<file path="src/hw/bulk_seq_regs.svh">
// Constants for the bulk transaction sequencer.
// Assumes inclusion by bare name from the hw folder.
`ifndef BULK_SEQ_REGS_SVH
`define BULK_SEQ_REGS_SVH
// ****************************************************************
// Register offsets
// ****************************************************************
`define REG_CTRL 4'h0
`define REG_IN_STAT 4'h1
`define REG_OUT_STAT 4'h2
`define REG_COUNTS 4'h3
// ****************************************************************
// Field positions and reset values
// ****************************************************************
`define CTRL_INIT_BIT 0
`define CTRL_HALT_BIT 1
`define CTRL_ACCEPT_BIT 2
`define SEQ_RESET 5'h00
`define SEQ_ONE 5'h01
`define CNT_ONE 5'h01
`define CNT_ZERO 5'h00
`endif

</file>
<file path="src/hw/bulk_seq_pkg.sv">
// Types for the bulk transaction sequencer.
// Assumes the constants header is included alongside.
package bulk_seq_pkg;
  typedef logic [4:0] seq_t;
  typedef enum logic [3:0] {
    TP_NONE = 4'h1,
    TP_ACK = 4'h2,
    TP_NRDY = 4'h4,
    TP_STALL = 4'h8
  } tp_kind_t;
  typedef enum logic [2:0] {
    IN_IDLE = 3'h1,
    IN_BURST = 3'h2,
    IN_WAIT = 3'h4
  } in_state_t;
endpackage : bulk_seq_pkg

</file>
<file path="src/hw/seq_counter.sv">
// Five-bit wrapping sequence counter with load.
// Assumes one clock and a synchronous reset.
`timescale 1ns/1ps
`include "bulk_seq_regs.svh"
module seq_counter (
  // Clock and reset
  input wire logic clk_i,
  input wire logic rst_i,
  // Control
  input wire logic clear_i,
  input wire logic load_i,
  input wire logic [4:0] load_val_i,
  input wire logic incr_i,
  // Value
  output logic [4:0] seq_o
);
  typedef struct packed {
    logic [4:0] seq;
  } cnt_state_t;
  cnt_state_t st_r;
  cnt_state_t st_nxt;
  always_comb begin
    st_nxt = st_r;
    if (clear_i) begin
      st_nxt.seq = `SEQ_RESET;
    end else if (load_i) begin
      st_nxt.seq = load_val_i;
    end else if (incr_i) begin
      st_nxt.seq = st_r.seq + `SEQ_ONE;
    end
  end
  always_ff @(posedge clk_i) begin
    if (rst_i) begin
      st_r <= '{seq: `SEQ_RESET};
    end else begin
      st_r <= st_nxt;
    end
  end
  assign seq_o = st_r.seq;
endmodule : seq_counter

</file>
<file path="src/hw/bulk_transaction_sequencer.sv">
// Bulk IN and OUT sequence numbering, burst and retry handling.
// Assumes packet framing and CRC checks happen upstream, one event per cycle.
//
// The strobed register port and the register offsets were left to the implementer.
`timescale 1ns/1ps
`include "bulk_seq_regs.svh"
module bulk_transaction_sequencer (
  // Clock and reset
  input wire logic clk_i,
  input wire logic rst_i,
  // Register port
  input wire logic [3:0] reg_addr_i,
  input wire logic [31:0] reg_wdata_i,
  input wire logic reg_wr_i,
  input wire logic reg_rd_i,
  output logic [31:0] reg_rdata_o,
  // Host ACK for the IN pipe
  input wire logic in_ack_i,
  input wire bulk_seq_pkg::seq_t in_ack_seq_i,
  input wire logic [4:0] in_ack_count_i,
  input wire logic in_ack_retry_i,
  // IN data source
  input wire logic src_avail_i,
  input wire logic src_short_i,
  input wire logic src_last_i,
  output logic src_take_o,
  // IN packet header out
  output logic dp_valid_o,
  output bulk_seq_pkg::seq_t dp_seq_o,
  output logic dp_eob_o,
  output logic dp_short_o,
  output logic in_done_o,
  // OUT packet in
  input wire logic out_dp_i,
  input wire logic out_hdr_ok_i,
  input wire bulk_seq_pkg::seq_t out_seq_i,
  input wire logic out_deferred_i,
  input wire logic out_payload_err_i,
  input wire logic out_last_i,
  input wire logic [4:0] out_buf_count_i,
  output logic out_accept_o,
  // Answer packet out
  output bulk_seq_pkg::tp_kind_t tp_kind_o,
  output bulk_seq_pkg::seq_t tp_seq_o,
  output logic [4:0] tp_count_o,
  output logic tp_retry_o
);
  import bulk_seq_pkg::*;

  // ****************************************************************
  // State
  // ****************************************************************
  typedef struct packed {
    in_state_t in_st;
    logic [4:0] credit;
    logic halt;
    logic accept_en;
    tp_kind_t tp_kind;
    seq_t tp_seq;
    logic [4:0] tp_count;
    logic tp_retry;
    logic dp_valid;
    seq_t dp_seq;
    logic dp_eob;
    logic dp_short;
    logic in_done;
    logic out_accept;
    logic [31:0] rdata;
  } seq_state_t;

  seq_state_t st_r;
  seq_state_t st_nxt;
  seq_t in_seq;
  seq_t out_seq;
  logic ep_init;
  logic in_load;
  logic in_incr;
  logic out_incr;
  logic send;
  logic ctrl_wr;
  logic credit_last;
  logic out_hdr_valid;
  logic out_can_take;

  // ****************************************************************
  // Helper functions
  // ****************************************************************
  // Five-bit addition wraps from 31 back to zero by itself.
  function automatic seq_t seq_plus_one(input seq_t s);
    seq_plus_one = s + `SEQ_ONE;
  endfunction : seq_plus_one

  // Builds the read word; unmapped offsets read as zero.
  function automatic logic [31:0] reg_read_word(input logic [3:0] a, input seq_state_t s,
    input seq_t iseq, input seq_t oseq);
    logic [31:0] w;
    w = 32'h0000_0000;
    case (a)
      `REG_CTRL: begin
        w = {29'h0, s.accept_en, s.halt, 1'b0};
      end
      `REG_IN_STAT: begin
        w = {24'h0, s.in_st, iseq};
      end
      `REG_OUT_STAT: begin
        w = {27'h0, oseq};
      end
      `REG_COUNTS: begin
        w = {27'h0, s.credit};
      end
      default: begin
        w = 32'h0000_0000;
      end
    endcase
    reg_read_word = w;
  endfunction : reg_read_word

  // ****************************************************************
  // Decodes
  // ****************************************************************
  assign ctrl_wr = reg_wr_i && (reg_addr_i == `REG_CTRL);
  // Endpoint initialisation clears both counters and the credit in one write.
  assign ep_init = ctrl_wr && reg_wdata_i[`CTRL_INIT_BIT];
  assign credit_last = (st_r.credit == `CNT_ONE);
  // A header passes only when its fields and its sequence number both match.
  assign out_hdr_valid = out_hdr_ok_i && (out_seq_i == out_seq);
  // Buffers count as free only while software has enabled the pipe.
  assign out_can_take = st_r.accept_en && (out_buf_count_i != `CNT_ZERO);

  // ****************************************************************
  // Sequence counters
  // ****************************************************************
  seq_counter u_in_seq (
    .clk_i(clk_i),
    .rst_i(rst_i),
    .clear_i(ep_init),
    .load_i(in_load),
    .load_val_i(in_ack_seq_i),
    .incr_i(in_incr),
    .seq_o(in_seq)
  );

  seq_counter u_out_seq (
    .clk_i(clk_i),
    .rst_i(rst_i),
    .clear_i(ep_init),
    .load_i(1'b0),
    .load_val_i(`SEQ_RESET),
    .incr_i(out_incr),
    .seq_o(out_seq)
  );

  // ****************************************************************
  // Next-state logic
  // ****************************************************************
  always_comb begin
    st_nxt = st_r;
    in_load = 1'b0;
    in_incr = 1'b0;
    out_incr = 1'b0;
    send = 1'b0;
    st_nxt.dp_valid = 1'b0;
    st_nxt.in_done = 1'b0;
    st_nxt.out_accept = 1'b0;
    st_nxt.tp_kind = TP_NONE;
    st_nxt.rdata = 32'h0000_0000;

    if (ctrl_wr) begin
      st_nxt.halt = reg_wdata_i[`CTRL_HALT_BIT];
      st_nxt.accept_en = reg_wdata_i[`CTRL_ACCEPT_BIT];
    end
    if (ep_init) begin
      st_nxt.in_st = IN_IDLE;
      st_nxt.credit = `CNT_ZERO;
    end else begin
      // IN pipe: a host ACK resets credit and may rewind.
      // The ACK wins over a send in the same cycle, so a rewound sequence is
      // never skipped by a packet already on its way.
      if (in_ack_i) begin
        st_nxt.credit = in_ack_count_i;
        if (in_ack_retry_i) begin
          in_load = 1'b1;
        end
        st_nxt.in_st = (in_ack_count_i != `CNT_ZERO) ? IN_BURST : IN_IDLE;
      end else begin
        case (st_r.in_st)
          IN_IDLE: begin
            // Waiting for the host to open a transfer with an ACK.
            st_nxt.in_st = IN_IDLE;
          end
          IN_BURST: begin
            // Packets keep flowing while credit remains.
            if (src_avail_i && !st_r.halt && (st_r.credit != `CNT_ZERO)) begin
              send = 1'b1;
              in_incr = 1'b1;
              st_nxt.dp_valid = 1'b1;
              st_nxt.dp_seq = in_seq;
              st_nxt.dp_short = src_short_i;
              // End of burst when data runs out before credit does.
              st_nxt.dp_eob = src_last_i && !src_short_i && !credit_last;
              st_nxt.credit = st_r.credit - `CNT_ONE;
              if (src_short_i || credit_last || src_last_i) begin
                st_nxt.in_done = src_short_i || credit_last;
                st_nxt.in_st = IN_WAIT;
              end
            end
          end
          IN_WAIT: begin
            // Transfer over; only a fresh ACK restarts the pipe.
            st_nxt.in_st = IN_WAIT;
          end
          default: begin
            st_nxt.in_st = IN_IDLE;
          end
        endcase
      end

      // OUT pipe: one answer per received packet whose header passes and is not deferred.
      if (out_dp_i) begin
        if (!out_hdr_valid) begin
          st_nxt.tp_kind = TP_NONE;
        end else if (out_deferred_i) begin
          st_nxt.tp_kind = TP_NONE;
        end else if (st_r.halt) begin
          // A halted endpoint answers STALL whatever the buffers hold.
          st_nxt.tp_kind = TP_STALL;
        end else if (!out_can_take) begin
          // No free buffer: the packet is dropped and the host must wait.
          st_nxt.tp_kind = TP_NRDY;
        end else if (out_payload_err_i) begin
          // The errored packet is dropped and the same sequence is asked for again.
          st_nxt.tp_kind = TP_ACK;
          st_nxt.tp_seq = out_seq;
          st_nxt.tp_retry = 1'b1;
          st_nxt.tp_count = out_buf_count_i;
        end else begin
          // Good packet: count it and ask for the next sequence number.
          out_incr = 1'b1;
          st_nxt.out_accept = 1'b1;
          st_nxt.tp_kind = TP_ACK;
          st_nxt.tp_seq = seq_plus_one(out_seq);
          st_nxt.tp_retry = 1'b0;
          st_nxt.tp_count = out_buf_count_i;
        end
      end
    end

    if (reg_rd_i) begin
      st_nxt.rdata = reg_read_word(reg_addr_i, st_r, in_seq, out_seq);
    end
  end

  // ****************************************************************
  // Registers
  // ****************************************************************
  // Reset leaves the answer channel showing no packet rather than all zeros.
  always_ff @(posedge clk_i) begin
    if (rst_i) begin
      st_r <= '{in_st: IN_IDLE, tp_kind: TP_NONE, default: '0};
    end else begin
      st_r <= st_nxt;
    end
  end

  // ****************************************************************
  // Outputs
  // ****************************************************************
  assign src_take_o = send;
  assign dp_valid_o = st_r.dp_valid;
  assign dp_seq_o = st_r.dp_seq;
  assign dp_eob_o = st_r.dp_eob;
  assign dp_short_o = st_r.dp_short;
  assign in_done_o = st_r.in_done;
  assign out_accept_o = st_r.out_accept;
  assign tp_kind_o = st_r.tp_kind;
  assign tp_seq_o = st_r.tp_seq;
  assign tp_count_o = st_r.tp_count;
  assign tp_retry_o = st_r.tp_retry;
  assign reg_rdata_o = st_r.rdata;
endmodule : bulk_transaction_sequencer

</file>
<file path="config.mk">
export PLATFORM = sky130hd
export DESIGN_NAME = bulk_transaction_sequencer
export DESIGN_NICKNAME = d
export VERILOG_FILES = /design/src/hw/bulk_seq_pkg.sv /design/src/hw/seq_counter.sv /design/src/hw/bulk_transaction_sequencer.sv
export VERILOG_INCLUDE_DIRS = /design/src /design/src/hw
export SDC_FILE = /design/constraint.sdc
export NUM_CORES = 1
export LEC_CHECK = 0
export BUFFER_PORTS_ARGS = -buffer_cell sky130_fd_sc_hd__buf_2
export CAP_MARGIN = 20
export CORE_MARGIN = 8
export CORE_UTILIZATION = 47
export DETAILED_ROUTE_END_ITERATION = 7
export PLACE_DENSITY = 0.86
export SYNTH_ARGS = -nofsm -noshare
export SYNTH_HDL_FRONTEND = slang
export SYNTH_SLANG_ARGS = --single-unit
export TNS_END_PERCENT = 30
</file>
<file path="constraint.sdc">
create_clock -name clk_i -period 2.42 [get_ports clk_i]
set_clock_uncertainty 0.1 [all_clocks]
set_input_delay 0.121 -clock clk_i [delete_from_list [all_inputs] [get_ports clk_i]]
set_output_delay 0.121 -clock clk_i [all_outputs]
set_load 0.01 [all_outputs]
</file>
; After elaboration in Yosys (flattened, before gate mapping)
; Cells that the tools add are included.
; W data, S select, Z words.
[totals]
regBits = 77
mem_bits_ro = 0
ram_bits = 0
latch_bits = 0
n_memories = 0
[op_classes]
n_bitwise = 11
reduce_logical = 31
multipliers = 0
add_sub_neg = 3
n_shift = 0
order_cmp = 0
div = 0
eq_ne = 9
mux = 28
[op_table]
columns = cell, count
row1 = $pmux W8 S4, 1
row2 = $mux W8, 2
row3 = $mux W1, 15
row4 = $mux W5, 3
row5 = $reduce_bool A5 Y1, 3
row6 = $reduce_or A6 Y1, 2
row7 = $mux W11, 1
row8 = $not A1 Y1, 11
row9 = $add A5 B1 Y5 const B, 2
row10 = $mux W9, 1
row11 = $eq A4 B2 Y1 const B, 2
row12 = $logic_and A1 B1 Y1, 8
row13 = $reduce_or A7 Y1, 1
row14 = $mux W3, 2
row15 = $ne A3 B3 Y1 const B, 2
row16 = $pmux W3 S2, 1
row17 = $reduce_and A6 Y1, 1
row18 = $reduce_bool A2 Y1, 3
row19 = $eq A5 B1 Y1 const B, 1
row20 = $eq A5 B5 Y1, 1
row21 = $reduce_or A5 Y1, 1
row22 = $sub A5 B1 Y5 const B, 1
row23 = $eq A4 B1 Y1 const B, 1
row24 = $logic_not A4 Y1, 1
row25 = 10 further kinds, 15

; Longest topological paths before layout
; Gate-level depths: netlist of the first run.
[logic_depth]
word_depth = 9
mapped_depth = 9
ltp_nobuf = 8

; By module
; From an unflattened synthesis of the first run, not the netlist that was laid out.
[hier_totals]
cells_unflattened = 331
area_unflattened_um2 = 2959.1
[modules_own_cells]
columns = mod, instances, area_each_um2, cells_each, seq_area_each_um2
row1 = bulk_transaction_sequencer, 1, 2476.1, 275, 860.8
row2 = seq_counter, 2, 241.5, 28, 100.1

; Worst setup path after synthesis of the first run
; Ideal clock, no wire load.
[synth_timing]
kind = flip-flop to flip-flop
startpoint = register st_r[59] in the netlist's numbering
endpoint = register u_in_seq.st_r (netlist bit u_in_seq.seq_o[0])
stages_incl_launch_ff = 10
period_less_slack_ps = 1989
path_slack_ps = 431
setup_ps = 125
arrival_time_ps = 1764
path_buffers = 1
path_cell_list = dfxtp_1 inv_1 ha_1 or4b_4 nand3_2 or3_1 buf_6 inv_8 xnor2_1 a21oi_2
[synth_via]
elab_chain_len = 7
[synth_lines]
columns = item, line_no
row1 = from (decl), bulk_transaction_sequencer.sv:71  ; seq_state_t st_r;
row2 = from (signal assigned), bulk_transaction_sequencer.sv:261  ; st_r <= st_nxt;
row3 = $reduce_bool A5 Y1 (no line), n/a
row4 = $logic_and A1 B1 Y1, bulk_transaction_sequencer.sv:193  ; if (src_avail_i && !st_r.halt && (st_r.credit != `CNT_ZERO)) begin
row5 = $mux W1 (4 in series), n/a
row6 = named net src_take_o, bulk_transaction_sequencer.sv:26  ; output logic src_take_o,
row7 = $reduce_bool A2 Y1 (no line), n/a
row8 = to (signal assigned), seq_counter.sv:34  ; st_r <= '{seq: `SEQ_RESET};
row9 = to (signal assigned), seq_counter.sv:36  ; st_r <= st_nxt;
row10 = to (decl), seq_counter.sv:20  ; cnt_state_t st_r;
; The timed path passes the listed nets, and every way through them passes these cells.
; A chain may end at the register's enable or synchronous reset.

; Final worst setup path of the first run
[layout_timing]
startpoint = input port out_buf_count_i[4]
endpoint = register st_r (netlist bit tp_count_o[2])
[layout_via]
elab_chain_len = 3
[layout_lines]
columns = item, line_no
row1 = from (decl), bulk_transaction_sequencer.sv:40  ; input wire logic [4:0] out_buf_count_i,
row2 = $reduce_bool A5 Y1 (no line), n/a
row3 = $logic_and A1 B1 Y1, bulk_transaction_sequencer.sv:128  ; assign out_can_take = st_r.accept_en && (out_buf_count_i != `CNT_ZERO);
row4 = $reduce_and A6 Y1 (no line), n/a
; No other way between the ends.

==> results by group, run 1 <==
Placement
  • DPL Wire Length: 5.09 mm
  • GPL Wtd Cong: 0.847
  • # port buffers: 73

Drt
  • Routed vias: 2227
  • Via density: 5.08
  • Pre-antenna DRT Iters: 4
  • Routed wire length: 6.55 mm
  • Iter 0 DRT Violations: ~130
  • Wire per inst: roughly 15 microns
  • Final ANT Viol Nets: 0
  • Residual DRC count: 0

Clock network
  • Clock Path Buffers: 2
  • CTS Sinks: 53
  • Cts bufs inserted: 5
  • Worst-Skew Late Latency: 310 ps
  • H-tree levels: 2
  • CTS Root Cell: clkbuf_8
  • Reg clk slew, reported paths: 100 ps
  • CTS tree: done

Synth
  • Complex-gate fraction of the synthesized area: 10.1%
  • Primary FF master, synth: dfxtp_1
  • Synth Register Bits: 53
  • Main combinational cell family by area after synthesis: simple AND/OR/NAND/NOR gates
  • Simple-gate portion of the synthesized area: a little under a fifth
  • Post-synthesis adder-cell area fraction: 2.24%
  • Syn Inst Count: 310
  • Synth area leader: dfxtp_1
  • Library cells used by synthesis: 47
  • Synth Warn #: 0
  • Sequential share of the synthesized area: between 30% and 40%
  • Post-synth EDFFs: 0
  • Top-area cell type share of the netlist area: about two fifths
  • Multiplexer share of the synthesized area: 7.71%
  • Synth async-reset ratio: 0%
  • Post-Syn Area: between 2000 and 3000 sq um
  • Area contributors post-synth: dfxtp_1 38%, buf_4 14%, mux2i_1 6.1%, xnor2_1 5.0%, a21oi_1 3.9%
  • Avg Synthesized Cell Area: 9.00 sq um
  • Synth Area in XOR/XNOR: 5.65%

Timing
  • Hold_ws: 11.5 ps
  • Final-report setup violation count: 0
  • Sum Neg Setup Slack: 0 ps
  • Tmin final: 2270 ps
  • Final Hold Vio Count: 0
  • Final max-slew violation count: 0
  • Final Cycle Share: a little over nine tenths
  • Fmax: 441 MHz
  • RSZ-0062 raised after global routing: false

Min path
  • HP Start: in_ack_seq_i[3]
  • Hold endpoint: u_in_seq.seq_o[3]$_SDFFE_PP0P_
  • Worst hold path class: primary input to register
  • Worst Hold Path Cells: 3

Setup path
  • Reg-to-reg critical path startpoint: st_r[59]$_SDFFE_PP0P_
  • Worst setup SP type: primary input
  • Crit Path Max Fanout: 15
  • FF-to-FF path depth: 8
  • Endpoint class of the critical path: register
  • FF-to-FF setup slack: roughly 270 ps
  • Worst Path Required: 2520 ps
  • Crit Path Class: primary input to register
  • Worst R2R End: u_in_seq.seq_o[3]$_SDFFE_PP0P_
  • Arrival @ worst endpoint: 2370 ps
  • Crit path launch: out_buf_count_i[4]

Finish
  • Layout Nets: between 400 and 500
  • Synth-to-layout area growth: 10.8%
  • Fraction of layout cells with a size suffix above 1: 27.3%
  • Commonest non-fill, non-tap cell in the layout: buf_2
  • Diode count: 0
  • Most frequent cells in the layout: 73 x buf_2, 53 x dfxtp_1, 24 x nor2_1, 24 x conb_1, 22 x a21oi_1

Global route
  • Largest net degree at the start of global routing: 19
  • Gr usage total: 14.8%
  • Total gr overflow: 0
  • Initial antenna violation count: 0
  • Number of global-route vias before repair: 2309
  • Global-route wire length before repair: between 10 and 15 mm

Floorplanning
  • Initial Utilization: a little under half
  • Core ar.: 5820 sq um
  • # IOs: 128
  • FP Rows: 28
  • Die width: between 90 and 100 microns
  • DIE AREA: 8660 sq um
  • Die height: 93.1 microns

Job
  • Maxcap violations: 0

Status
  • Status: finished clean

Power
  • Pleak: 0.00141 uW
  • Power Total: 1590 uW
  • VDD IR-drop max: 0.271 mV
  • Cell Pwr Density: 514 nW/um^2
## final cells by class
cell class / count / area, sq um
clock buffers: 5 / 68.8
repair buffers: 87 / 495
clock inverters: 3 / 25.0
inverters: 4 / 22.5
multi-input cells: 211 / 1320
well taps: 75 / 93.8
flip-flops and latches: 53 / 1060
fillers: 573 / 2730
## metrics by stage
stage	util [%]	cell area, sq um	instances	setup slack (ps)
global route	53.1	3090	438	40.6
detailed placement	49.7	2890	420	240
CTS	53.1	3090	438	19.1
global placement	49.7	2890	420	301
finish	53.1	3090	438	151
floorplan	-	2880	333	431
## what timing repair did
item | CTS | global route
hold endpoints to repair | 10 | 0
endpoints found under the setup margin | 0 | 1
buffers inserted | 0 | 0
hold buffers | 10 | 0
resized for setup | 0 | 1
## per-layer routing
metal / track usage (%) / up-vias / wire length (microns)
met5: 0 / - / 0
met4: 5.77 / 0 / 167
met3: 5.45 / 18 / 544
met2: 26.0 / 84 / 3330
met1: 15.7 / 1044 / 2510
li1: - / 1081 / -
## cells in the mapped netlist, types with 3 or more instances
cell / number
nor2b_1: 5
nor2_1: 24
o21ai_0: 13
clkbuf_1: 8
inv_1: 3
nor4_1: 3
a21oi_1: 22
mux2i_1: 17
buf_4: 51
nand4b_1: 3
xnor2_1: 16
and2_1: 3
a22oi_1: 4
buf_6: 5
mux2_2: 4
ha_1: 5
nor3_1: 9
nand2_1: 21
or3_1: 6
dfxtp_1: 53
## worst max-delay path, stage by stage
cell,delay (ps)
dlygate4sd3_1,520
buf_2,130
or4_1,540
o21a_1,220
nand4bb_2,290
buf_4,270
mux2i_1,220
nor2_1,50
## worst max path at each step
stage                                endpoint  slack [ps]  depth (start not counted)
4_1_cts                            src_take_o          20                          7
3_3_place_gp   u_in_seq.seq_o[1]$_SDFFE_PP0P_         300                          8
3_5_place_dp   u_in_seq.seq_o[1]$_SDFFE_PP0P_         240                          8
2_1_floorplan  u_in_seq.seq_o[0]$_SDFFE_PP0P_         430                          9
5_1_grt            tp_count_o[4]$_SDFFE_PP0P_          40                          8
6_report           tp_count_o[2]$_SDFFE_PP0P_         150                          8
## cell families (layout without fill, tap and decap cells)
group,Yosys count,count (layout)
adder cells (fa/ha/maj),5,5
flip-flops,53,53
XOR/XNOR,18,18
AO/OA/AOI/OAI,49,49
AND/OR/NAND/NOR,94,94
buffers and inverters,69,99
multiplexers,21,21
other,1,24
## flip-flops by register name, summed over array words and instances (netlist names)
| signal | cells |
|---|---|
| tp_kind_o | 4 |
| tp_seq_o | 5 |
| dp_valid_o | 1 |
| in_done_o | 1 |
| dp_seq_o | 5 |
| out_accept_o | 1 |
| dp_eob_o | 1 |
| u_in_seq.seq_o | 5 |
| st_r | 10 |
| tp_count_o | 5 |
| reg_rdata_o | 8 |
| u_out_seq.seq_o | 5 |
| tp_retry_o | 1 |
| dp_short_o | 1 |
## power by group
part | switching, uW | internal [uW] | leakage (uW)
combinational | 97.2 | 78.7 | 0.000936
clock | 298 | 209 | 0.0000447
sequential | 19.1 | 887 | 0.000430
Note: power is estimated with default switching activity, not from simulation.
==> run 2, diff against run 1 <==
clock period = 2.35 ns   (was 2.42 ns; I/O delays follow)
==> run 2 against run 1 <==
Against the previous run: via count decreased by 1.3%; global-route usage decreased by 0.14 points; power increased by 9.5%; hold slack got worse by 7.3 ps; wire length decreased by 2.3%; sequential power increased by 3.0%.
==> results by group, run 2 (same netlist as run 1, synthesis figures left out) <==
Status
  • Status: finished clean

Drt
  • Via density: 5.00 (-1.6%)
  • Routed vias: 2197 (-1.3%)
  • Final ANT Viol Nets: 0 (unchanged)
  • Residual DRC count: 0 (unchanged)
  • Wire per inst: 14.6 microns (-2.5%)
  • Pre-antenna DRT Iters: 4 (unchanged)
  • Routed wire length: 6.40 mm (-2.3%)
  • Iter 0 DRT Violations: 87 (-35%)

Timing
  • Final Cycle Share: 95.2%
  • Final max-slew violation count: 0 (unchanged)
  • Final-report setup violation count: 0 (unchanged)
  • Fmax: 447 MHz
  • Final Hold Vio Count: 0 (unchanged)
  • Tmin final: 2240 ps
  • RSZ-0062 raised after global routing: false
  • Sum Neg Setup Slack: 0 ps (unchanged)

Setup path
  • Crit Path Max Fanout: 9 (-6)
  • Endpoint class of the critical path: output port
  • Arrival @ worst endpoint: 2020 ps (-350 ps)
  • Crit Path Class: register to output port
  • Crit-path cells: inv_1 > ha_1 > or4b_4 > nand3_2 > or3_4 > inv_8 > buf_2
  • Slowest-stage cell, CP: or3_4
  • Worst Path Required: 2130 ps (-390 ps)
  • Worst path top cell family by delay: simple AND/OR/NAND/NOR gates
  • Worst setup SP type: register
  • Max incr delay on CP: 470 ps (-70 ps)
  • Critical path buffers and inverters: 3 (unchanged)

Clock network
  • H-tree levels: 2 (unchanged)
  • CTS Sinks: 53 (unchanged)
  • Cts bufs inserted: 5 (unchanged)
  • Worst-Skew Late Latency: 310 ps (about the same)
  • Clock Path Buffers: 2 (unchanged)
  • CTS Root Cell: clkbuf_8
  • Reg clk slew, reported paths: 90 ps (about the same)
  • CTS tree: done

Global route
  • GR Layer Usage met3: 5.21% (-0.24 points)
  • Met2 Use GR: 26.0% (+0.059 points)
  • Initial antenna violation count: 0 (unchanged)
  • Total gr overflow: 0 (unchanged)
  • Largest net degree at the start of global routing: 18 (-1)
  • GRT met1 Usage: 16.2% (+0.47 points)
  • Gr usage total: 14.6% (-0.14 points)
  • Global-route wire length before repair: 10.4 mm (-1.6%)
  • Most used routing layer: met2
  • Number of global-route vias before repair: 2276 (-1.4%)

Placement
  • GPL Wtd Cong: 0.848 (+0.19%)
  • # port buffers: 73 (unchanged)
  • DPL Wire Length: 5.02 mm (-1.4%)

Power
  • Sequential share of power: 53.7% (-3.3 points)
  • Internal power: 1310 uW (+12%)
  • Combinational fraction of design power: 10.6% (-0.5 points)
  • Power Total: 1740 uW (+9.5%)
  • Switching power: 425 uW (+2.5%)
  • Switching share of total power: 24.4% (-1.7 points)
  • Cell Pwr Density: 555 nW/um^2 (+8.0%)
  • Pleak: 0.00143 uW (+1.2%)
  • Clk network pwr share: 35.8% (+3.9 points)
  • VDD IR-drop max: 0.304 mV (+12%)

Finish
  • Commonest non-fill, non-tap cell in the layout: buf_2
  • Diode count: 0 (unchanged)
  • Layout Nets: 438 (+0.23%)
  • Fraction of layout cells with a size suffix above 1: 27.2% (-0.075 points)
  • Max reg flops: 10 (unchanged)
  • Synth-to-layout area growth: 12.3%
  • Most frequent cells in the layout: 73 x buf_2, 53 x dfxtp_1, 24 x nor2_1, 24 x conb_1, 22 x a21oi_1
  • # fillers: 560 (-2.3%)
  • Largest Register: st_r

Floorplanning
  • Die width: 93.1 microns (unchanged)
  • FP Rows: 28 (unchanged)
  • # IOs: 128 (unchanged)
  • Die height: 93.1 microns (unchanged)
  • DIE AREA: 8660 sq um (unchanged)
  • Initial Utilization: 48.0% (unchanged)
  • Core ar.: 5820 sq um (unchanged)

Job
  • Maxcap violations: 0 (unchanged)

Min path
  • Worst hold path class: primary input to register
## run 2: final timing paths
path	slack, ps	start	cells after the start	end
hold / removal	4	in_ack_seq_i[0]	3	u_in_seq.seq_o[0]$_SDFFE_PP0P_
hold reg to reg	360	dp_seq_o[4]$_SDFFE_PP0P_	2	dp_seq_o[4]$_SDFFE_PP0P_
setup / recovery	110	st_r[59]$_SDFFE_PP0P_	7	src_take_o
setup reg to reg	190	st_r[59]$_SDFFE_PP0P_	8	u_in_seq.seq_o[3]$_SDFFE_PP0P_
## run 2: worst register-to-register path: cells and delay by family (launching register included)
family | cells | cell delay, ps
flops | 1 | 410
simple gates | 3 | 810
fa+ha+maj | 1 | 200
buf+inv | 2 | 290
xor+xnor | 1 | 160
compound gates | 1 | 140
## run 2: routing by layer
layer  share of wire [%]  routed length [microns]
met5                   0                        0
met4                0.59                       38
met3                 7.5                      482
met2                  51                     3260
met1                  41                     2620
## run 2: through the flow
step | setup slack [ps] | cells | cell area (sq um) | utilization, % | hold WS, ps
6_report | 114 | 439 | 3130 | 53.9 | 4.25
3_3_place_gp | 232 | 420 | 2890 | 49.7 | 257
2_1_floorplan | 361 | 333 | 2880 | - | 94.3
4_1_cts | 120 | 439 | 3120 | 53.7 | 1.94
3_5_place_dp | 156 | 420 | 2890 | 49.7 | 272
5_1_grt | 6.33 | 439 | 3130 | 53.9 | 28.7
## run 2: cell type report
cell class	instances	area (sq um)	area share, %
Multi-Input combinational cell	211	1340	42.6
Clock buffer	5	68.8	2.20
Sequential cell	53	1060	33.9
Tap cell	75	93.8	3.00
Timing Repair Buffer	88	505	16.1
Inverter	4	22.5	0.719
Clock inverter	3	46.3	1.48
## run 2: power by group through the flow
stage               Sequential [uW]  Clock, uW  Combinational, uW
floorplan                       948          0                138
global placement                953          0                160
detailed placement              954          0                165
CTS                             933        636                181
global route                    935        663                204
finish                          933        622                184
## run 2: repair_timing
action / CTS / global route
resized for setup: 1 / 1
endpoints found under the hold margin: 11 / 0
hold buffers: 11 / 0
endpoints found under the setup margin: 1 / 1
setup buffers: 0 / 0
